$ cat src/kbdss_pkg.sv
// Package of register indices, field positions and reset values.
package kbdss_pkg;

    // -------------------------------------------------------------------
    // Configuration indices (byte address is four times the index)
    // -------------------------------------------------------------------
    localparam logic [7:0] IDX_LDN        = 8'h07;
    localparam logic [7:0] IDX_SELECT     = 8'hF0;
    localparam logic [7:0] IDX_RSVD_LO    = 8'hF1;
    localparam logic [7:0] IDX_RSVD_HI    = 8'hFF;
    localparam logic [7:0] IDX_IRQ_STATUS = 8'hE0;
    localparam logic [7:0] IDX_IRQ_MASK   = 8'hE1;
    localparam logic [7:0] LDN_KBD        = 8'h07;
    localparam int         IDX_LSB        = 2;
    localparam int         ADDR_W         = 10;

    // -------------------------------------------------------------------
    // Select register layout
    // -------------------------------------------------------------------
    localparam int         SEL_P12_POL     = 7;
    localparam int         SEL_MOUSE_ISO   = 6;
    localparam int         SEL_KBD_ISO     = 5;
    localparam int         SEL_MOUSE_LATCH = 4;
    localparam int         SEL_KBD_LATCH   = 3;
    localparam int         SEL_SYS_PORT    = 2;
    localparam logic [7:0] SELECT_RESET    = 8'h00;
    localparam logic [7:0] SELECT_WMASK    = 8'hFC;
    localparam logic [7:0] SELECT_ISO_MASK = 8'h60;
    localparam logic [7:0] LDN_RESET       = 8'h00;

    // -------------------------------------------------------------------
    // Interrupt status and mask layout
    // -------------------------------------------------------------------
    localparam int         IRQ_KBD_BIT   = 0;
    localparam int         IRQ_MOUSE_BIT = 1;
    localparam int         IRQ_W         = 2;
    localparam logic [1:0] IRQ_RESET     = 2'h0;

    typedef enum logic {
        BUS_IDLE,
        BUS_ANSWER
    } kbdss_bus_state_t;

endpackage : kbdss_pkg

$ cat src/kbdss_irq_if.sv
// Interface carrying one interrupt path between the top and its shaper.
`timescale 1ns/1ps
interface kbdss_irq_if;
    logic raw;
    logic ack;
    logic latch_sel;
    logic irq;
    logic latched;
    logic rise;

    modport shaper (
        input  raw,
        input  ack,
        input  latch_sel,
        output irq,
        output latched,
        output rise
    );
    modport ctrl (
        output raw,
        output ack,
        output latch_sel,
        input  irq,
        input  latched,
        input  rise
    );
endinterface : kbdss_irq_if

$ cat src/kbdss_irq_shaper.sv
// Latches one microcontroller interrupt and shapes the output form.
`timescale 1ns/1ps
module kbdss_irq_shaper
    import kbdss_pkg::*;
(
    input  wire logic   i_clk,
    input  wire logic   i_reset_n,
    kbdss_irq_if.shaper irq_bus
);

    logic raw_q;
    logic next_latched;

    // -------------------------------------------------------------------
    // Latch: a new rising edge wins over an acknowledge in the same cycle
    // -------------------------------------------------------------------
    always_comb begin
        next_latched = irq_bus.latched;
        if (irq_bus.ack) begin
            next_latched = 1'b0;
        end
        if (irq_bus.raw && !raw_q) begin
            next_latched = 1'b1;
        end
    end

    always_ff @(posedge i_clk) begin
        if (!i_reset_n) begin
            raw_q           <= 1'b0;
            irq_bus.latched <= 1'b0;
            irq_bus.rise    <= 1'b0;
        end else begin
            raw_q           <= irq_bus.raw;
            irq_bus.latched <= next_latched;
            irq_bus.rise    <= irq_bus.raw && !raw_q;
        end
    end

    // -------------------------------------------------------------------
    // Output form
    // -------------------------------------------------------------------
    always_ff @(posedge i_clk) begin
        if (!i_reset_n) begin
            irq_bus.irq <= 1'b0;
        end else if (irq_bus.latch_sel) begin
            irq_bus.irq <= next_latched;
        end else begin
            irq_bus.irq <= next_latched && irq_bus.raw;
        end
    end

    a_irq_latched_form: assert property (@(posedge i_clk)
        disable iff (!i_reset_n)
        $past(irq_bus.latch_sel) |-> irq_bus.irq == irq_bus.latched)
        else $error("latched form differs from latch");
    a_irq_anded_form: assert property (@(posedge i_clk)
        disable iff (!i_reset_n)
        !$past(irq_bus.latch_sel) |->
            irq_bus.irq == (irq_bus.latched && $past(irq_bus.raw)))
        else $error("anded form differs from raw and latch");

endmodule : kbdss_irq_shaper

$ cat src/kbdss_signal_select.sv
// Keyboard controller signal select register with its line gating.
// Function
// - Bit 7 picks controller port bit twelve polarity, low by default.
// - Mouse isolation bit 6 blocks mouse clock and data to microcontroller.
// - Mouse wakeup data line is never gated by mouse isolation.
// - Keyboard isolation bit 5 blocks keyboard lines to microcontroller.
// - Keyboard wakeup data line is never gated by keyboard isolation.
// - Bit 4 low: mouse interrupt is raw AND latched; high: latched only.
// - Bit 3 low: keyboard interrupt is raw AND latched; high: latched only.
// - Bits 1:0 reserved; indices F1 to FF read as zero.
// - Resets clear to zero; isolation bits clear on standby power-on only.
// - Select register lives in logical device seven of the index space.
`timescale 1ns/1ps
module kbdss_signal_select
    import kbdss_pkg::*;
(
    input  wire logic              i_clk,
    input  wire logic              i_reset_n,
    input  wire logic              i_main_por_n,
    input  wire logic              i_standby_por_n,
    input  wire logic [ADDR_W-1:0] i_avs_address,
    input  wire logic              i_avs_read,
    input  wire logic              i_avs_write,
    input  wire logic [31:0]       i_avs_writedata,
    input  wire logic [3:0]        i_avs_byteenable,
    output logic      [31:0]       o_avs_readdata,
    output logic                   o_avs_waitrequest,
    input  wire logic              i_kbd_clk_line,
    input  wire logic              i_kbd_data_line,
    input  wire logic              i_mouse_clk_line,
    input  wire logic              i_mouse_data_line,
    output logic                   o_kbd_clk_to_mcu,
    output logic                   o_kbd_data_to_mcu,
    output logic                   o_mouse_clk_to_mcu,
    output logic                   o_mouse_data_to_mcu,
    output logic                   o_kbd_wake_data,
    output logic                   o_mouse_wake_data,
    input  wire logic              i_ctrl_port_bit_twelve,
    output logic                   o_kbd_driven_cpu_reset,
    input  wire logic              i_mcu_kbd_irq,
    input  wire logic              i_mcu_mouse_irq,
    input  wire logic              i_kbd_irq_ack,
    input  wire logic              i_mouse_irq_ack,
    output logic                   o_kbd_irq,
    output logic                   o_mouse_irq,
    output logic                   o_sys_ctrl_port_en,
    output logic                   o_irq
);

    kbdss_bus_state_t   bus_state;
    logic [7:0]         select_main;
    logic [7:0]         select_iso;
    logic [7:0]         kbd_signal_select;
    logic [7:0]         ldn;
    logic [IRQ_W-1:0]   irq_status;
    logic [IRQ_W-1:0]   irq_mask;
    logic [IRQ_W-1:0]   next_irq_status;
    logic [IRQ_W-1:0]   irq_events;
    logic [7:0]         req_idx;
    logic [31:0]        next_readdata;
    logic               any_rst;
    logic               settled;
    logic               wr_done;
    logic               rd_done;
    logic               wr_lane0;

    kbdss_irq_if kbd_if ();
    kbdss_irq_if mouse_if ();

    // -------------------------------------------------------------------
    // Decoding
    // -------------------------------------------------------------------
    function automatic logic is_select(input logic [7:0] idx,
                                       input logic [7:0] dev);
        return (idx == IDX_SELECT) && (dev == LDN_KBD);
    endfunction : is_select

    function automatic logic is_reserved(input logic [7:0] idx);
        return (idx >= IDX_RSVD_LO) && (idx <= IDX_RSVD_HI);
    endfunction : is_reserved

    assign any_rst  = !i_reset_n || !i_main_por_n || !i_standby_por_n;
    assign req_idx  = i_avs_address[IDX_LSB +: 8];
    assign wr_done  = (bus_state == BUS_ANSWER) && i_avs_write;
    assign rd_done  = (bus_state == BUS_ANSWER) && i_avs_read;
    assign wr_lane0 = wr_done && i_avs_byteenable[0];
    assign kbd_signal_select = (select_main & ~SELECT_ISO_MASK)
                             | (select_iso & SELECT_ISO_MASK);

    // -------------------------------------------------------------------
    // Bus handshake
    // -------------------------------------------------------------------
    // Every access is answered one cycle after it is seen, so waitrequest
    // drops for exactly the completing edge and never stalls longer.
    always_ff @(posedge i_clk) begin
        if (any_rst) begin
            bus_state         <= BUS_IDLE;
            o_avs_waitrequest <= 1'b1;
        end else begin
            case (bus_state)
                BUS_IDLE: begin
                    if (i_avs_read || i_avs_write) begin
                        bus_state         <= BUS_ANSWER;
                        o_avs_waitrequest <= 1'b0;
                    end
                end
                BUS_ANSWER: begin
                    bus_state         <= BUS_IDLE;
                    o_avs_waitrequest <= 1'b1;
                end
                default: begin
                    bus_state         <= BUS_IDLE;
                    o_avs_waitrequest <= 1'b1;
                end
            endcase
        end
    end

    // -------------------------------------------------------------------
    // Read data
    // -------------------------------------------------------------------
    always_comb begin
        next_readdata = 32'h0000_0000;
        if (req_idx == IDX_LDN) begin
            next_readdata[7:0] = ldn;
        end else if (is_select(req_idx, ldn)) begin
            next_readdata[7:0] = kbd_signal_select & SELECT_WMASK;
        end else if (req_idx == IDX_IRQ_STATUS) begin
            next_readdata[IRQ_W-1:0] = irq_status;
        end else if (req_idx == IDX_IRQ_MASK) begin
            next_readdata[IRQ_W-1:0] = irq_mask;
        end else if (is_reserved(req_idx)) begin
            next_readdata = 32'h0000_0000;
        end
    end

    always_ff @(posedge i_clk) begin
        if (any_rst) begin
            o_avs_readdata <= 32'h0000_0000;
        end else if ((bus_state == BUS_IDLE) && i_avs_read) begin
            o_avs_readdata <= next_readdata;
        end
    end

    // -------------------------------------------------------------------
    // Configuration registers
    // -------------------------------------------------------------------
    always_ff @(posedge i_clk) begin
        if (any_rst) begin
            ldn <= LDN_RESET;
        end else if (wr_lane0 && (req_idx == IDX_LDN)) begin
            ldn <= i_avs_writedata[7:0];
        end
    end

    always_ff @(posedge i_clk) begin
        if (any_rst) begin
            select_main <= SELECT_RESET;
        end else if (wr_lane0 && is_select(req_idx, ldn)) begin
            select_main <= i_avs_writedata[7:0] & SELECT_WMASK;
        end
    end

    // The isolation bits survive bus and main-supply resets so that a
    // keyboard kept quiet for wakeup stays isolated across a host reboot.
    always_ff @(posedge i_clk) begin
        if (!i_standby_por_n) begin
            select_iso <= SELECT_RESET;
        end else if (wr_lane0 && is_select(req_idx, ldn)) begin
            select_iso <= i_avs_writedata[7:0] & SELECT_ISO_MASK;
        end
    end

    always_ff @(posedge i_clk) begin
        if (any_rst) begin
            irq_mask <= IRQ_RESET;
        end else if (wr_lane0 && (req_idx == IDX_IRQ_MASK)) begin
            irq_mask <= i_avs_writedata[IRQ_W-1:0];
        end
    end

    // -------------------------------------------------------------------
    // Interrupt status
    // -------------------------------------------------------------------
    assign irq_events[IRQ_KBD_BIT]   = kbd_if.rise;
    assign irq_events[IRQ_MOUSE_BIT] = mouse_if.rise;

    always_comb begin
        next_irq_status = irq_status;
        if (rd_done && (req_idx == IDX_IRQ_STATUS)) begin
            next_irq_status = IRQ_RESET;
        end
        next_irq_status = next_irq_status | irq_events;
    end

    always_ff @(posedge i_clk) begin
        if (any_rst) begin
            irq_status <= IRQ_RESET;
            o_irq      <= 1'b0;
        end else begin
            irq_status <= next_irq_status;
            o_irq      <= |(next_irq_status & irq_mask);
        end
    end

    // -------------------------------------------------------------------
    // Line gating toward the microcontroller
    // -------------------------------------------------------------------
    always_ff @(posedge i_clk) begin
        if (any_rst) begin
            o_mouse_clk_to_mcu  <= 1'b1;
            o_mouse_data_to_mcu <= 1'b1;
        end else if (kbd_signal_select[SEL_MOUSE_ISO]) begin
            o_mouse_clk_to_mcu  <= 1'b1;
            o_mouse_data_to_mcu <= 1'b1;
        end else begin
            o_mouse_clk_to_mcu  <= i_mouse_clk_line;
            o_mouse_data_to_mcu <= i_mouse_data_line;
        end
    end

    always_ff @(posedge i_clk) begin
        if (any_rst) begin
            o_kbd_clk_to_mcu  <= 1'b1;
            o_kbd_data_to_mcu <= 1'b1;
        end else if (kbd_signal_select[SEL_KBD_ISO]) begin
            o_kbd_clk_to_mcu  <= 1'b1;
            o_kbd_data_to_mcu <= 1'b1;
        end else begin
            o_kbd_clk_to_mcu  <= i_kbd_clk_line;
            o_kbd_data_to_mcu <= i_kbd_data_line;
        end
    end

    // Wakeup paths see the pins unconditionally.
    always_ff @(posedge i_clk) begin
        if (any_rst) begin
            o_kbd_wake_data   <= 1'b1;
            o_mouse_wake_data <= 1'b1;
        end else begin
            o_kbd_wake_data   <= i_kbd_data_line;
            o_mouse_wake_data <= i_mouse_data_line;
        end
    end

    // -------------------------------------------------------------------
    // Port bit polarity and system-control port
    // -------------------------------------------------------------------
    always_ff @(posedge i_clk) begin
        if (any_rst) begin
            o_kbd_driven_cpu_reset <= 1'b0;
            o_sys_ctrl_port_en     <= 1'b0;
        end else begin
            o_kbd_driven_cpu_reset <= kbd_signal_select[SEL_P12_POL]
                                    ? i_ctrl_port_bit_twelve
                                    : !i_ctrl_port_bit_twelve;
            o_sys_ctrl_port_en <= kbd_signal_select[SEL_SYS_PORT];
        end
    end

    // -------------------------------------------------------------------
    // Interrupt shapers
    // -------------------------------------------------------------------
    assign kbd_if.raw         = i_mcu_kbd_irq;
    assign kbd_if.ack         = i_kbd_irq_ack;
    assign kbd_if.latch_sel   = kbd_signal_select[SEL_KBD_LATCH];
    assign mouse_if.raw       = i_mcu_mouse_irq;
    assign mouse_if.ack       = i_mouse_irq_ack;
    assign mouse_if.latch_sel = kbd_signal_select[SEL_MOUSE_LATCH];
    assign o_kbd_irq          = kbd_if.irq;
    assign o_mouse_irq        = mouse_if.irq;

    kbdss_irq_shaper u_kbd_shaper (
        .i_clk     (i_clk),
        .i_reset_n (!any_rst),
        .irq_bus   (kbd_if.shaper)
    );

    kbdss_irq_shaper u_mouse_shaper (
        .i_clk     (i_clk),
        .i_reset_n (!any_rst),
        .irq_bus   (mouse_if.shaper)
    );

    // -------------------------------------------------------------------
    // Checks
    // -------------------------------------------------------------------
    always_ff @(posedge i_clk) begin
        settled <= !any_rst;
    end

    a_p12_polarity: assert property (@(posedge i_clk)
        disable iff (any_rst || !settled)
        o_kbd_driven_cpu_reset == ($past(kbd_signal_select[SEL_P12_POL])
            ? $past(i_ctrl_port_bit_twelve)
            : !$past(i_ctrl_port_bit_twelve)))
        else $error("port bit twelve polarity wrong");

    a_mouse_iso_block: assert property (@(posedge i_clk)
        disable iff (any_rst || !settled)
        $past(kbd_signal_select[SEL_MOUSE_ISO]) |->
            (o_mouse_clk_to_mcu && o_mouse_data_to_mcu))
        else $error("mouse lines not held idle while isolated");

    a_mouse_pass: assert property (@(posedge i_clk)
        disable iff (any_rst || !settled)
        !$past(kbd_signal_select[SEL_MOUSE_ISO]) |->
            (o_mouse_clk_to_mcu == $past(i_mouse_clk_line)) &&
            (o_mouse_data_to_mcu == $past(i_mouse_data_line)))
        else $error("mouse lines not passed through");

    a_mouse_wake_path: assert property (@(posedge i_clk)
        disable iff (any_rst || !settled)
        o_mouse_wake_data == $past(i_mouse_data_line))
        else $error("mouse wake data gated");

    a_kbd_iso_block: assert property (@(posedge i_clk)
        disable iff (any_rst || !settled)
        $past(kbd_signal_select[SEL_KBD_ISO]) |->
            (o_kbd_clk_to_mcu && o_kbd_data_to_mcu))
        else $error("keyboard lines not held idle while isolated");

    a_kbd_wake_path: assert property (@(posedge i_clk)
        disable iff (any_rst || !settled)
        o_kbd_wake_data == $past(i_kbd_data_line))
        else $error("keyboard wake data gated");

    a_sys_port_en: assert property (@(posedge i_clk)
        disable iff (any_rst || !settled)
        o_sys_ctrl_port_en == $past(kbd_signal_select[SEL_SYS_PORT]))
        else $error("system-control port enable wrong");

    a_rsvd_read_zero: assert property (@(posedge i_clk)
        disable iff (any_rst)
        (bus_state == BUS_IDLE && i_avs_read && is_reserved(req_idx))
            |=> (o_avs_readdata == 32'h0000_0000) && !o_avs_waitrequest)
        else $error("reserved index read non-zero");

    a_iso_keep_reset: assert property (@(posedge i_clk)
        disable iff (!i_standby_por_n)
        (!i_reset_n && !wr_lane0) |=> $stable(select_iso))
        else $error("isolation bits lost on bus reset");

    a_ldn_gate: assert property (@(posedge i_clk)
        disable iff (any_rst)
        (bus_state == BUS_IDLE && i_avs_read && req_idx == IDX_SELECT &&
            ldn != LDN_KBD) |=> o_avs_readdata == 32'h0000_0000)
        else $error("select readable outside its logical device");

    a_bus_answer: assert property (@(posedge i_clk)
        disable iff (any_rst)
        (o_avs_waitrequest && (i_avs_read || i_avs_write))
            |=> !o_avs_waitrequest ##1 o_avs_waitrequest)
        else $error("waitrequest answer not one cycle");

    a_status_set_wins: assert property (@(posedge i_clk)
        disable iff (any_rst)
        (|irq_events) |=> ((irq_status & $past(irq_events)) ==
            $past(irq_events)))
        else $error("interrupt event lost");

    c_select_write: cover property (@(posedge i_clk)
        wr_lane0 && is_select(req_idx, ldn));
    c_mouse_isolated: cover property (@(posedge i_clk)
        kbd_signal_select[SEL_MOUSE_ISO] && !i_mouse_clk_line);
    c_kbd_irq_latched: cover property (@(posedge i_clk)
        kbd_signal_select[SEL_KBD_LATCH] && o_kbd_irq);
    c_status_clear: cover property (@(posedge i_clk)
        rd_done && req_idx == IDX_IRQ_STATUS && |irq_status);

endmodule : kbdss_signal_select

$ cat config.mk
export PLATFORM = sky130hd
export DESIGN_NAME = kbdss_signal_select
export DESIGN_NICKNAME = d
export VERILOG_FILES = /design/src/kbdss_pkg.sv /design/src/kbdss_irq_if.sv /design/src/kbdss_irq_shaper.sv /design/src/kbdss_signal_select.sv
export SDC_FILE = /design/constraint.sdc
export NUM_CORES = 1
export LEC_CHECK = 0
export ABC_CLOCK_PERIOD_IN_PS = 2900
export BUFFER_PORTS_ARGS = -buffer_cell sky130_fd_sc_hd__buf_2
export CORE_MARGIN = 2
export CORE_UTILIZATION = 47
export DETAILED_ROUTE_END_ITERATION = 12
export PLACE_DENSITY = 0.84
export SKIP_LAST_GASP = 1
export SYNTH_ARGS = -nofsm -noshare
export SYNTH_HDL_FRONTEND = slang
export SYNTH_SLANG_ARGS = --single-unit
$ cat constraint.sdc
create_clock -name i_clk -period 2.9 [get_ports i_clk]
set_input_delay 0.58 -clock i_clk [delete_from_list [all_inputs] [get_ports i_clk]]
set_output_delay 0.58 -clock i_clk [all_outputs]
set_load 0.05 [all_outputs]
# Yosys cells after proc, flatten, opt, wreduce, memory -nomap -nowiden
# Cells that the tools add are included.
[word_totals]
reg_bits = 47
in_bits = 61
wordCells = 76
[op_classes]
n_reduce_logical = 25
n_bitwise = 4
n_mux = 16
eq_ne = 6
[op_table]
columns = ["operator", "count"]
rows = [
  ["$eq 8x8->1 const B", 3],
  ["$eq 8x3->1 const B", 2],
  ["$mux 8", 2],
  ["$logic_and 1x1->1", 13],
  ["$mux 1", 9],
  ["$or 8x7->8", 1],
  ["$logic_not 1->1", 6],
  ["$mux 2", 3],
  ["$reduce_or 2->1", 3],
  ["$pmux 1 s2", 2],
  ["$logic_or 1x1->1", 3],
  ["$and 2x2->2", 1],
  ["$ne 2x2->1 const B", 1],
  ["$or 2x2->2", 1],
  ["$not 1->1", 1],
]

# Longest topological paths before layout
# Gate-level depths: netlist of the first run.
[logic_depth]
word_depth = 6
depth_mapped = 5

# Modules after synthesis
# A second synthesis of the first run with hierarchy kept.
[unflattened]
hier_cells = 224
hier_area_um2 = 1961.9
[modules_own_cells]
columns = ["module", "area_each_um2", "cells_per_inst", "instances", "seq_area_each_um2"]
rows = [
  ["kbdss_signal_select", 1691.6, 200, 1, 740.7],
  ["kbdss_irq_shaper", 135.1, 12, 2, 80.1],
]

# Least setup slack after synthesis of the first run
# No wires, ideal clock.
[synth_path]
kind = "input -> register"
start = "input i_avs_address[7]"
end = "register ldn[3]"
setup_slack_ns = 1.397
arrival_ns = 1.375
required_time_ns = 2.772
cell_stages = 4
n_path_buf = 0
setup_time_ns = 0.128
path_cell_list = "nor4b_2 nand4_4 mux2i_1 nor2_1"
[synth_between]
elab_chain_len = 2
[synth_rtl]
columns = ["item", "line", "text"]
rows = [
  ["start: declaration", "kbdss_signal_select.sv:21", "input wire logic [ADDR_W-1:0] i_avs_address,"],
  ["$eq 8x3->1", "kbdss_signal_select.sv:151", "end else if (wr_lane0 && (req_idx == IDX_LDN)) begin"],
  ["$logic_and 1x1->1", "kbdss_signal_select.sv:151", ""],
  ["end signal: assignment", "kbdss_signal_select.sv:152", "ldn <= i_avs_writedata[7:0];"],
  ["end: declaration", "kbdss_signal_select.sv:54", "logic [7:0] ldn;"],
]
# Every way passes these cells.
# A chain may end at the register's enable or synchronous reset.

# Worst setup path in the final report of the first run
[layout_path]
start = "register ldn[4]"
end = "register o_avs_readdata[7]"
[layout_between]
elab_chain_len = 4
[layout_rtl]
columns = ["item", "line", "text"]
rows = [
  ["$eq 8x3->1", "kbdss_signal_select.sv:75", "return (idx == IDX_SELECT) && (dev == LDN_KBD);"],
  ["$logic_and 1x1->1", "kbdss_signal_select.sv:75", ""],
  ["$mux 8", "kbdss_signal_select.sv:126", "end else if (is_select(req_idx, ldn)) begin"],
  ["$mux 8", "kbdss_signal_select.sv:124", "if (req_idx == IDX_LDN) begin"],
  ["end signal: assignment", "kbdss_signal_select.sv:141", "o_avs_readdata <= next_readdata;"],
  ["end: declaration", "kbdss_signal_select.sv:26", "output logic [31:0] o_avs_readdata,"],
]
# Every way passes these cells.

==> metrics.yaml, run 1 <==
drc: 0
end_kind: "flip-flop"
cp_data_required_time_ns: 3.13
ios: 105
setup-tns-final_ns: 0
vias: 1561
crit_fanout: 12
cts_resized: 0
grtUsageTotal_pct: 18.4
synth_top_flop_cell: "dfxtp_1"
antenna_found_initial: 0
yosysSeqAreaShare_pct: 46.5
cts_hold_buf: 0
cts.sinks: 45
clkTransAtPathRegs_ns: 0.08
diodes: 0
netlist_top_cells_area: "dfxtp_1 (47%), buf_4 (9.7%), a21oi_1 (6.5%)"
setup_violations: 0
hold_violations: 0
seqCellArea_um2: 901
clock.fmax_mhz: 627
fp.dieH_um: 68.2
fin_util_pct: 56.9
skew_ns: 0.00240
cts_tree: "built"
power_leakage_uw: 0.00100
rows: 23
grt_max_degree: 24
r2r_cells: 4
synth_top_area_share_pct: 46.5
hold_path_depth: 2
dpl.hpwl_mm: 2.92
report.final.slew_viol_count: 0
worstMarginPinSlew_ns: 0.627
rsz0062_at_grt: "false"
die_x_um: 68.2
post-route-min-period_ns: 1.59
grt_pass1_wl_mm: 6.27
first_iter_violations: 127
place.gp.congestion: 0.793
vdd_drop_max_uv: 285
ys_types: 34
first_global_vias: 1407
clockPowerShare_pct: 38.4
n_fill_cell: 357
synth.most_common_cell: "dfxtp_1"
criticalPathCategory: "reg2reg"
nets: 318
cts_buffers: 5
drt-total-wl_mm: 4.00
r2r-end: "o_avs_readdata[7]"
cts_setup_buffers: 0
async_flop_share_pct: 0
numPortBuffers: 51
p_per_area_nw_per_um2: 568
fp.coreArea_um2: 3970
switchingPower_uw: 344
root_buffer: "clkbuf_8"
hp-class: "reg2reg"
comb_power_share_pct: 12.5
multiInputGateArea_um2: 902
grt_overflow: 0
pwr-share-seq_pct: 49.1
arrival_ns: 1.83
regToRegSetupSlack_ns: 1.31
synth_common_cells: "dfxtp_1 (45), a21oi_1 (25), buf_4 (25), nor2_1 (17), o21ai_0 (17)"
start_kind: "flip-flop"
wire_per_inst_um: 13.0
drtPass1Iterations: 4
min_to: "irq_status[1]"
maxCapViolations: 0
h-tree-depth: 2
syn_area_um2: 1940
dieArea_um2: 4650
r2r-start: "ldn[4]"
slew-limit-headroom_pct: 58.1
switching_share_pct: 26.8
cp-startpoint: "ldn[4]"
synth_top_cell_by_area: "dfxtp_1"
drt-vias-per-instance: 5.07
avgSynthCellArea_um2: 9.44
drive_gt1_share_pct: 26.0
start_util_pct: 48.7
hp-start: "u_mouse_shaper.irq_bus.rise"
status: "finished, final reports clean"
ant_nets: 0
synth-edff-count: 0
syn-instance-count: 205
p_int_uw: 939
syn2layout_area_growth_pct: 16.7
yosysWarnings: 0
ys_ff_latch: 45
timing.final.crit_share_pct: 55.0
clkLatencyLatePin_ns: 0.30
clockBufferDepth: 2
-- cells in the final DEF, fill, tap and decap left out, drive strengths merged --
cell,instances
a21oi,25
a22o,1
a22oi,2
a2bb2oi,1
and2,3
and3,3
and4,1
and4bb,3
buf,52
bufinv,1
clkbuf,6
clkinvlp,1
conb,24
dfxtp,45
inv,3
mux2i,12
nand2,5
nand2b,7
nand3,9
nand3b,1
nand4,3
nand4b,1
nor2,17
nor2b,1
nor3,2
nor3b,1
nor4b,3
o21a,2
o21ai,17
or2,1
or3,4
xor2,1
-- critical path, cell delays in order (launching register included) --
cell     delay [ns]
dfxtp_1        0.34
nor4b_2        0.33
and4_1         0.53
a22oi_1        0.16
a21oi_1        0.17
-- kinds of logic after synthesis --
kind of cell / share of synthesized area [%]
compound gates: 13.3
xor+xnor: 0.453
buf+inv: 11.3
flops: 46.5
mux: 6.21
other cells: 0.194
simple gates: 22.0
-- registers in the layout, indices dropped and copies added (netlist names), 2 cells and up --
signal and cells:
ldn 8, o_avs_readdata 8, select_main 4, irq_mask 2, irq_status 2, select_iso 2
-- power groups by stage --
| stage | Combinational, µW | Clock [µW] | Sequential (µW) |
|---|---|---|---|
| after floorplan | 122 | 0 | 664 |
| after global placement | 159 | 0 | 644 |
| after detailed placement | 159 | 0 | 644 |
| after CTS | 160 | 497 | 630 |
| after global routing | 171 | 519 | 631 |
| final | 160 | 493 | 630 |
-- routing by layer --
| metal | up-vias | track usage, % | routed length (µm) |
|---|---|---|---|
| met5 | - | 0 | 0 |
| met4 | 0 | 7.50 | 57 |
| met3 | 6 | 6.41 | 310 |
| met2 | 59 | 30.6 | 1910 |
| met1 | 719 | 21.5 | 1720 |
| li1 | 777 | - | - |
-- worst max-delay path by stage --
stage          slack (ns)  cells after the start           endpoint
2_1_floorplan        1.40                      4             ldn[3]
3_3_place_gp         1.05                      5  o_avs_readdata[7]
3_5_place_dp         1.02                      5  o_avs_readdata[7]
4_1_cts              1.31                      4  o_avs_readdata[7]
5_1_grt              1.12                      4  o_avs_readdata[7]
6_report             1.31                      4  o_avs_readdata[7]
-- final cells by class --
class	count	share of cell area, %
inverters	3	0.498
repair buffers	52	11.6
flip-flops and latches	45	39.9
clock inverters	2	1.66
well taps	50	2.77
clock buffers	6	3.65
multi-input cells	150	39.9
-- metrics by stage --
stage | cells | hold WS [ns] | worst slack (ns) | area, µm² | power [µW]
3_3_place_gp | 300 | 0.445 | 1.05 | 2140 | 803
2_1_floorplan | 228 | 0.426 | 1.40 | 2020 | 786
5_1_grt | 308 | 0.457 | 1.12 | 2260 | 1320
6_report | 308 | 0.460 | 1.31 | 2260 | 1280
4_1_cts | 308 | 0.458 | 1.31 | 2260 | 1290
3_5_place_dp | 300 | 0.453 | 1.02 | 2140 | 804
Power figures use the tool's default switching activity.
==> inputs of run 2 (changes only) <==
- ABC_CLOCK_PERIOD_IN_PS: 2900 -> 1300
- CORE_UTILIZATION: 47 -> 40
- PLACE_DENSITY: 0.84 -> 0.76
- clock period: 2.9 -> 1.3 ns (I/O delays scaled with it)
==> run 2 against run 1 <==
  * Via count grew 6.5%
  * Critical path depth grew 1
  * Core utilization shrank 4.1 points
  * Largest cell class unchanged
  * Sequential share of layout area shrank 3.3 points
  * Critical path type unchanged
==> metrics.yaml, run 2 (same netlist as run 1, synthesis figures left out) <==
drive_gt1_share_pct: 36.4  # +10 points
cts_buffers: 5  # unchanged
switching_share_pct: 26.2  # -0.62 points
fp.dieH_um: 73.6  # +7.9%
grtUsageTotal_pct: 16.7  # -1.7 points
clock.fmax_mhz: 775  # +24%
clkTransAtPathRegs_ns: 0.08  # about the same
r2r-start: "ldn[4]"
comb_power_share_pct: 13.4  # +0.9 points
skew_ns: 0.00516  # +0.00276 ns
drt-vias-per-instance: 5.05  # -0.33%
crit_buf_inv: 1  # +1
criticalPathCategory: "reg2reg"
root_buffer: "clkbuf_8"
hp-start: "i_kbd_clk_line"
switchingPower_uw: 748  # +120%
hp-class: "in2reg"
die_x_um: 73.6  # +7.9%
timing.final.crit_share_pct: 99.3  # +44 points
status: "finished, final reports clean"
largestRegisters: "ldn x8, o_avs_readdata x8, select_main x4"
p_per_area_nw_per_um2: 1150  # +100%
layout_common_cells: "buf_2 (51), dfxtp_1 (41), conb_1 (24)"
worst_path_max_delay_cell: "dfxtp_2"
cts_tree: "built"
report.final.slew_viol_count: 0  # unchanged
maxCapViolations: 0  # unchanged
antenna_found_initial: 0  # unchanged
nets: 335  # +5.3%
first_iter_violations: 66  # -48%
rsz0062_at_grt: "true"
cp-startpoint: "ldn[4]"
numPortBuffers: 51  # unchanged
rows: 25  # +8.7%
post-route-min-period_ns: 1.29  # -0.304 ns
cts.sinks: 45  # unchanged
start_util_pct: 41.3  # -7.5 points
first_global_vias: 1555  # +11%
fin_util_pct: 52.8  # -4.1 points
ant_nets: 0  # unchanged
h-tree-depth: 2  # unchanged
vdd_drop_max_uv: 578  # +100%
setup_violations: 0  # unchanged
cp_num_cells: 5  # +1
ios: 105  # unchanged
clkLatencyLatePin_ns: 0.30  # about the same
drt-total-wl_mm: 4.31  # +7.8%
start_kind: "flip-flop"
r2r-end: "select_main[7]"
grt_overflow: 0  # unchanged
crit_fanout: 6  # -6
diodes: 0  # unchanged
regToRegSetupSlack_ns: 0.01  # -1.30 ns
cp_data_required_time_ns: 1.49  # -1.64 ns
grt_pass1_wl_mm: 6.96  # +11%
power_leakage_uw: 0.00112  # +12%
hold_violations: 0  # unchanged
grt_max_degree: 29  # +21%
layout_commonest_cell: "buf_2"
vias: 1662  # +6.5%
wire_per_inst_um: 13.1  # +0.87%
endpoint: "select_main[7]"
syn2layout_area_growth_pct: 28.0
clockBufferDepth: 2  # unchanged
r2r_cells: 5  # +1
n_fill_cell: 462  # +29%
crit_path_max_incr_delay_ns: 0.34  # -0.19 ns
drc: 0  # unchanged
cp_top_family: "simple AND/OR/NAND/NOR gates"
clockPowerShare_pct: 37.5  # -0.9 points
dp.cells: 320  # +6.7%
arrival_ns: 1.48  # -0.35 ns
fp.coreArea_um2: 4690  # +18%
path_cells: "nor4b_4 -> nand4_1 -> buf_4 -> o21ai_0 -> a21oi_1"
final_cells: 329  # +6.8%
end_kind: "flip-flop"
drtPass1Iterations: 4  # unchanged
place.gp.congestion: 0.835  # +5.3%
dpl.hpwl_mm: 3.19  # +9.1%
dieArea_um2: 5410  # +16%
p_int_uw: 2110  # +120%
pwr-share-seq_pct: 49.0  # about the same
run 2: per-layer routing:
metal	GRT usage (%)	vias up	routed length [µm]
li1	-	813	-
met1	18.5	793	1820
met2	29.5	48	2190
met3	5.90	8	234
met4	5.45	0	64
met5	0	-	0
run 2: worst reg2reg max path, delay by kind of cell, from the launching register on:
kind                   cells  cell delay [ns]
AOI/OAI and AO/OA          2             0.24
buffers and inverters      1             0.19
DFF                        1             0.34
and+or+nand+nor            2             0.43
run 2: timing repair:
action,in CTS,in global routing
endpoints found under the hold margin,0,0
pin swaps,12,7
gates resized for setup,15,9
setup buffers,1,0
hold buffers,0,0
setup endpoints to repair,11,20
run 2: worst min-delay path by stage:
| stage | endpoint | cells after the start |
|---|---|---|
| finish | o_kbd_clk_to_mcu | 2 |
| global placement | o_kbd_clk_to_mcu | 2 |
| CTS | o_kbd_clk_to_mcu | 2 |
| floorplan | o_kbd_wake_data | 1 |
| global route | o_mouse_clk_to_mcu | 2 |
| detailed placement | o_kbd_clk_to_mcu | 2 |
run 2: power groups by stage:
stage / clock network (µW) / registers, µW / logic, µW
4_1_cts: 1100 / 1400 / 382
3_3_place_gp: 0 / 1440 / 375
3_5_place_dp: 0 / 1440 / 378
5_1_grt: 1150 / 1410 / 406
2_1_floorplan: 0 / 1480 / 271
6_report: 1070 / 1400 / 384
run 2: through the flow:
stage                     total power (µW)  setup WS [ns]   TNS, ns  hold slack, ns  cell area (µm²)
after floorplan                       1750         0.0503         0           0.361             2020
after global placement                1810         -0.109     -1.35           0.449             2280
after detailed placement              1810         -0.147     -1.89           0.445             2280
after CTS                             2890       -0.00204  -0.00204           0.135             2450
after global routing                  2970        -0.0465    -0.353           0.132             2480
final                                 2860        0.00965         0           0.142             2480
run 2: area by class of cell:
type / instances / area, µm² / area share (%)
Clock buffer: 7 / 86.3 / 3.48
Clock inverter: 1 / 30.0 / 1.21
Inverter: 3 / 11.3 / 0.455
Multi-Input combinational cell: 150 / 966 / 39.0
Sequential cell: 45 / 906 / 36.6
Tap cell: 54 / 67.6 / 2.73
Timing Repair Buffer: 69 / 410 / 16.6
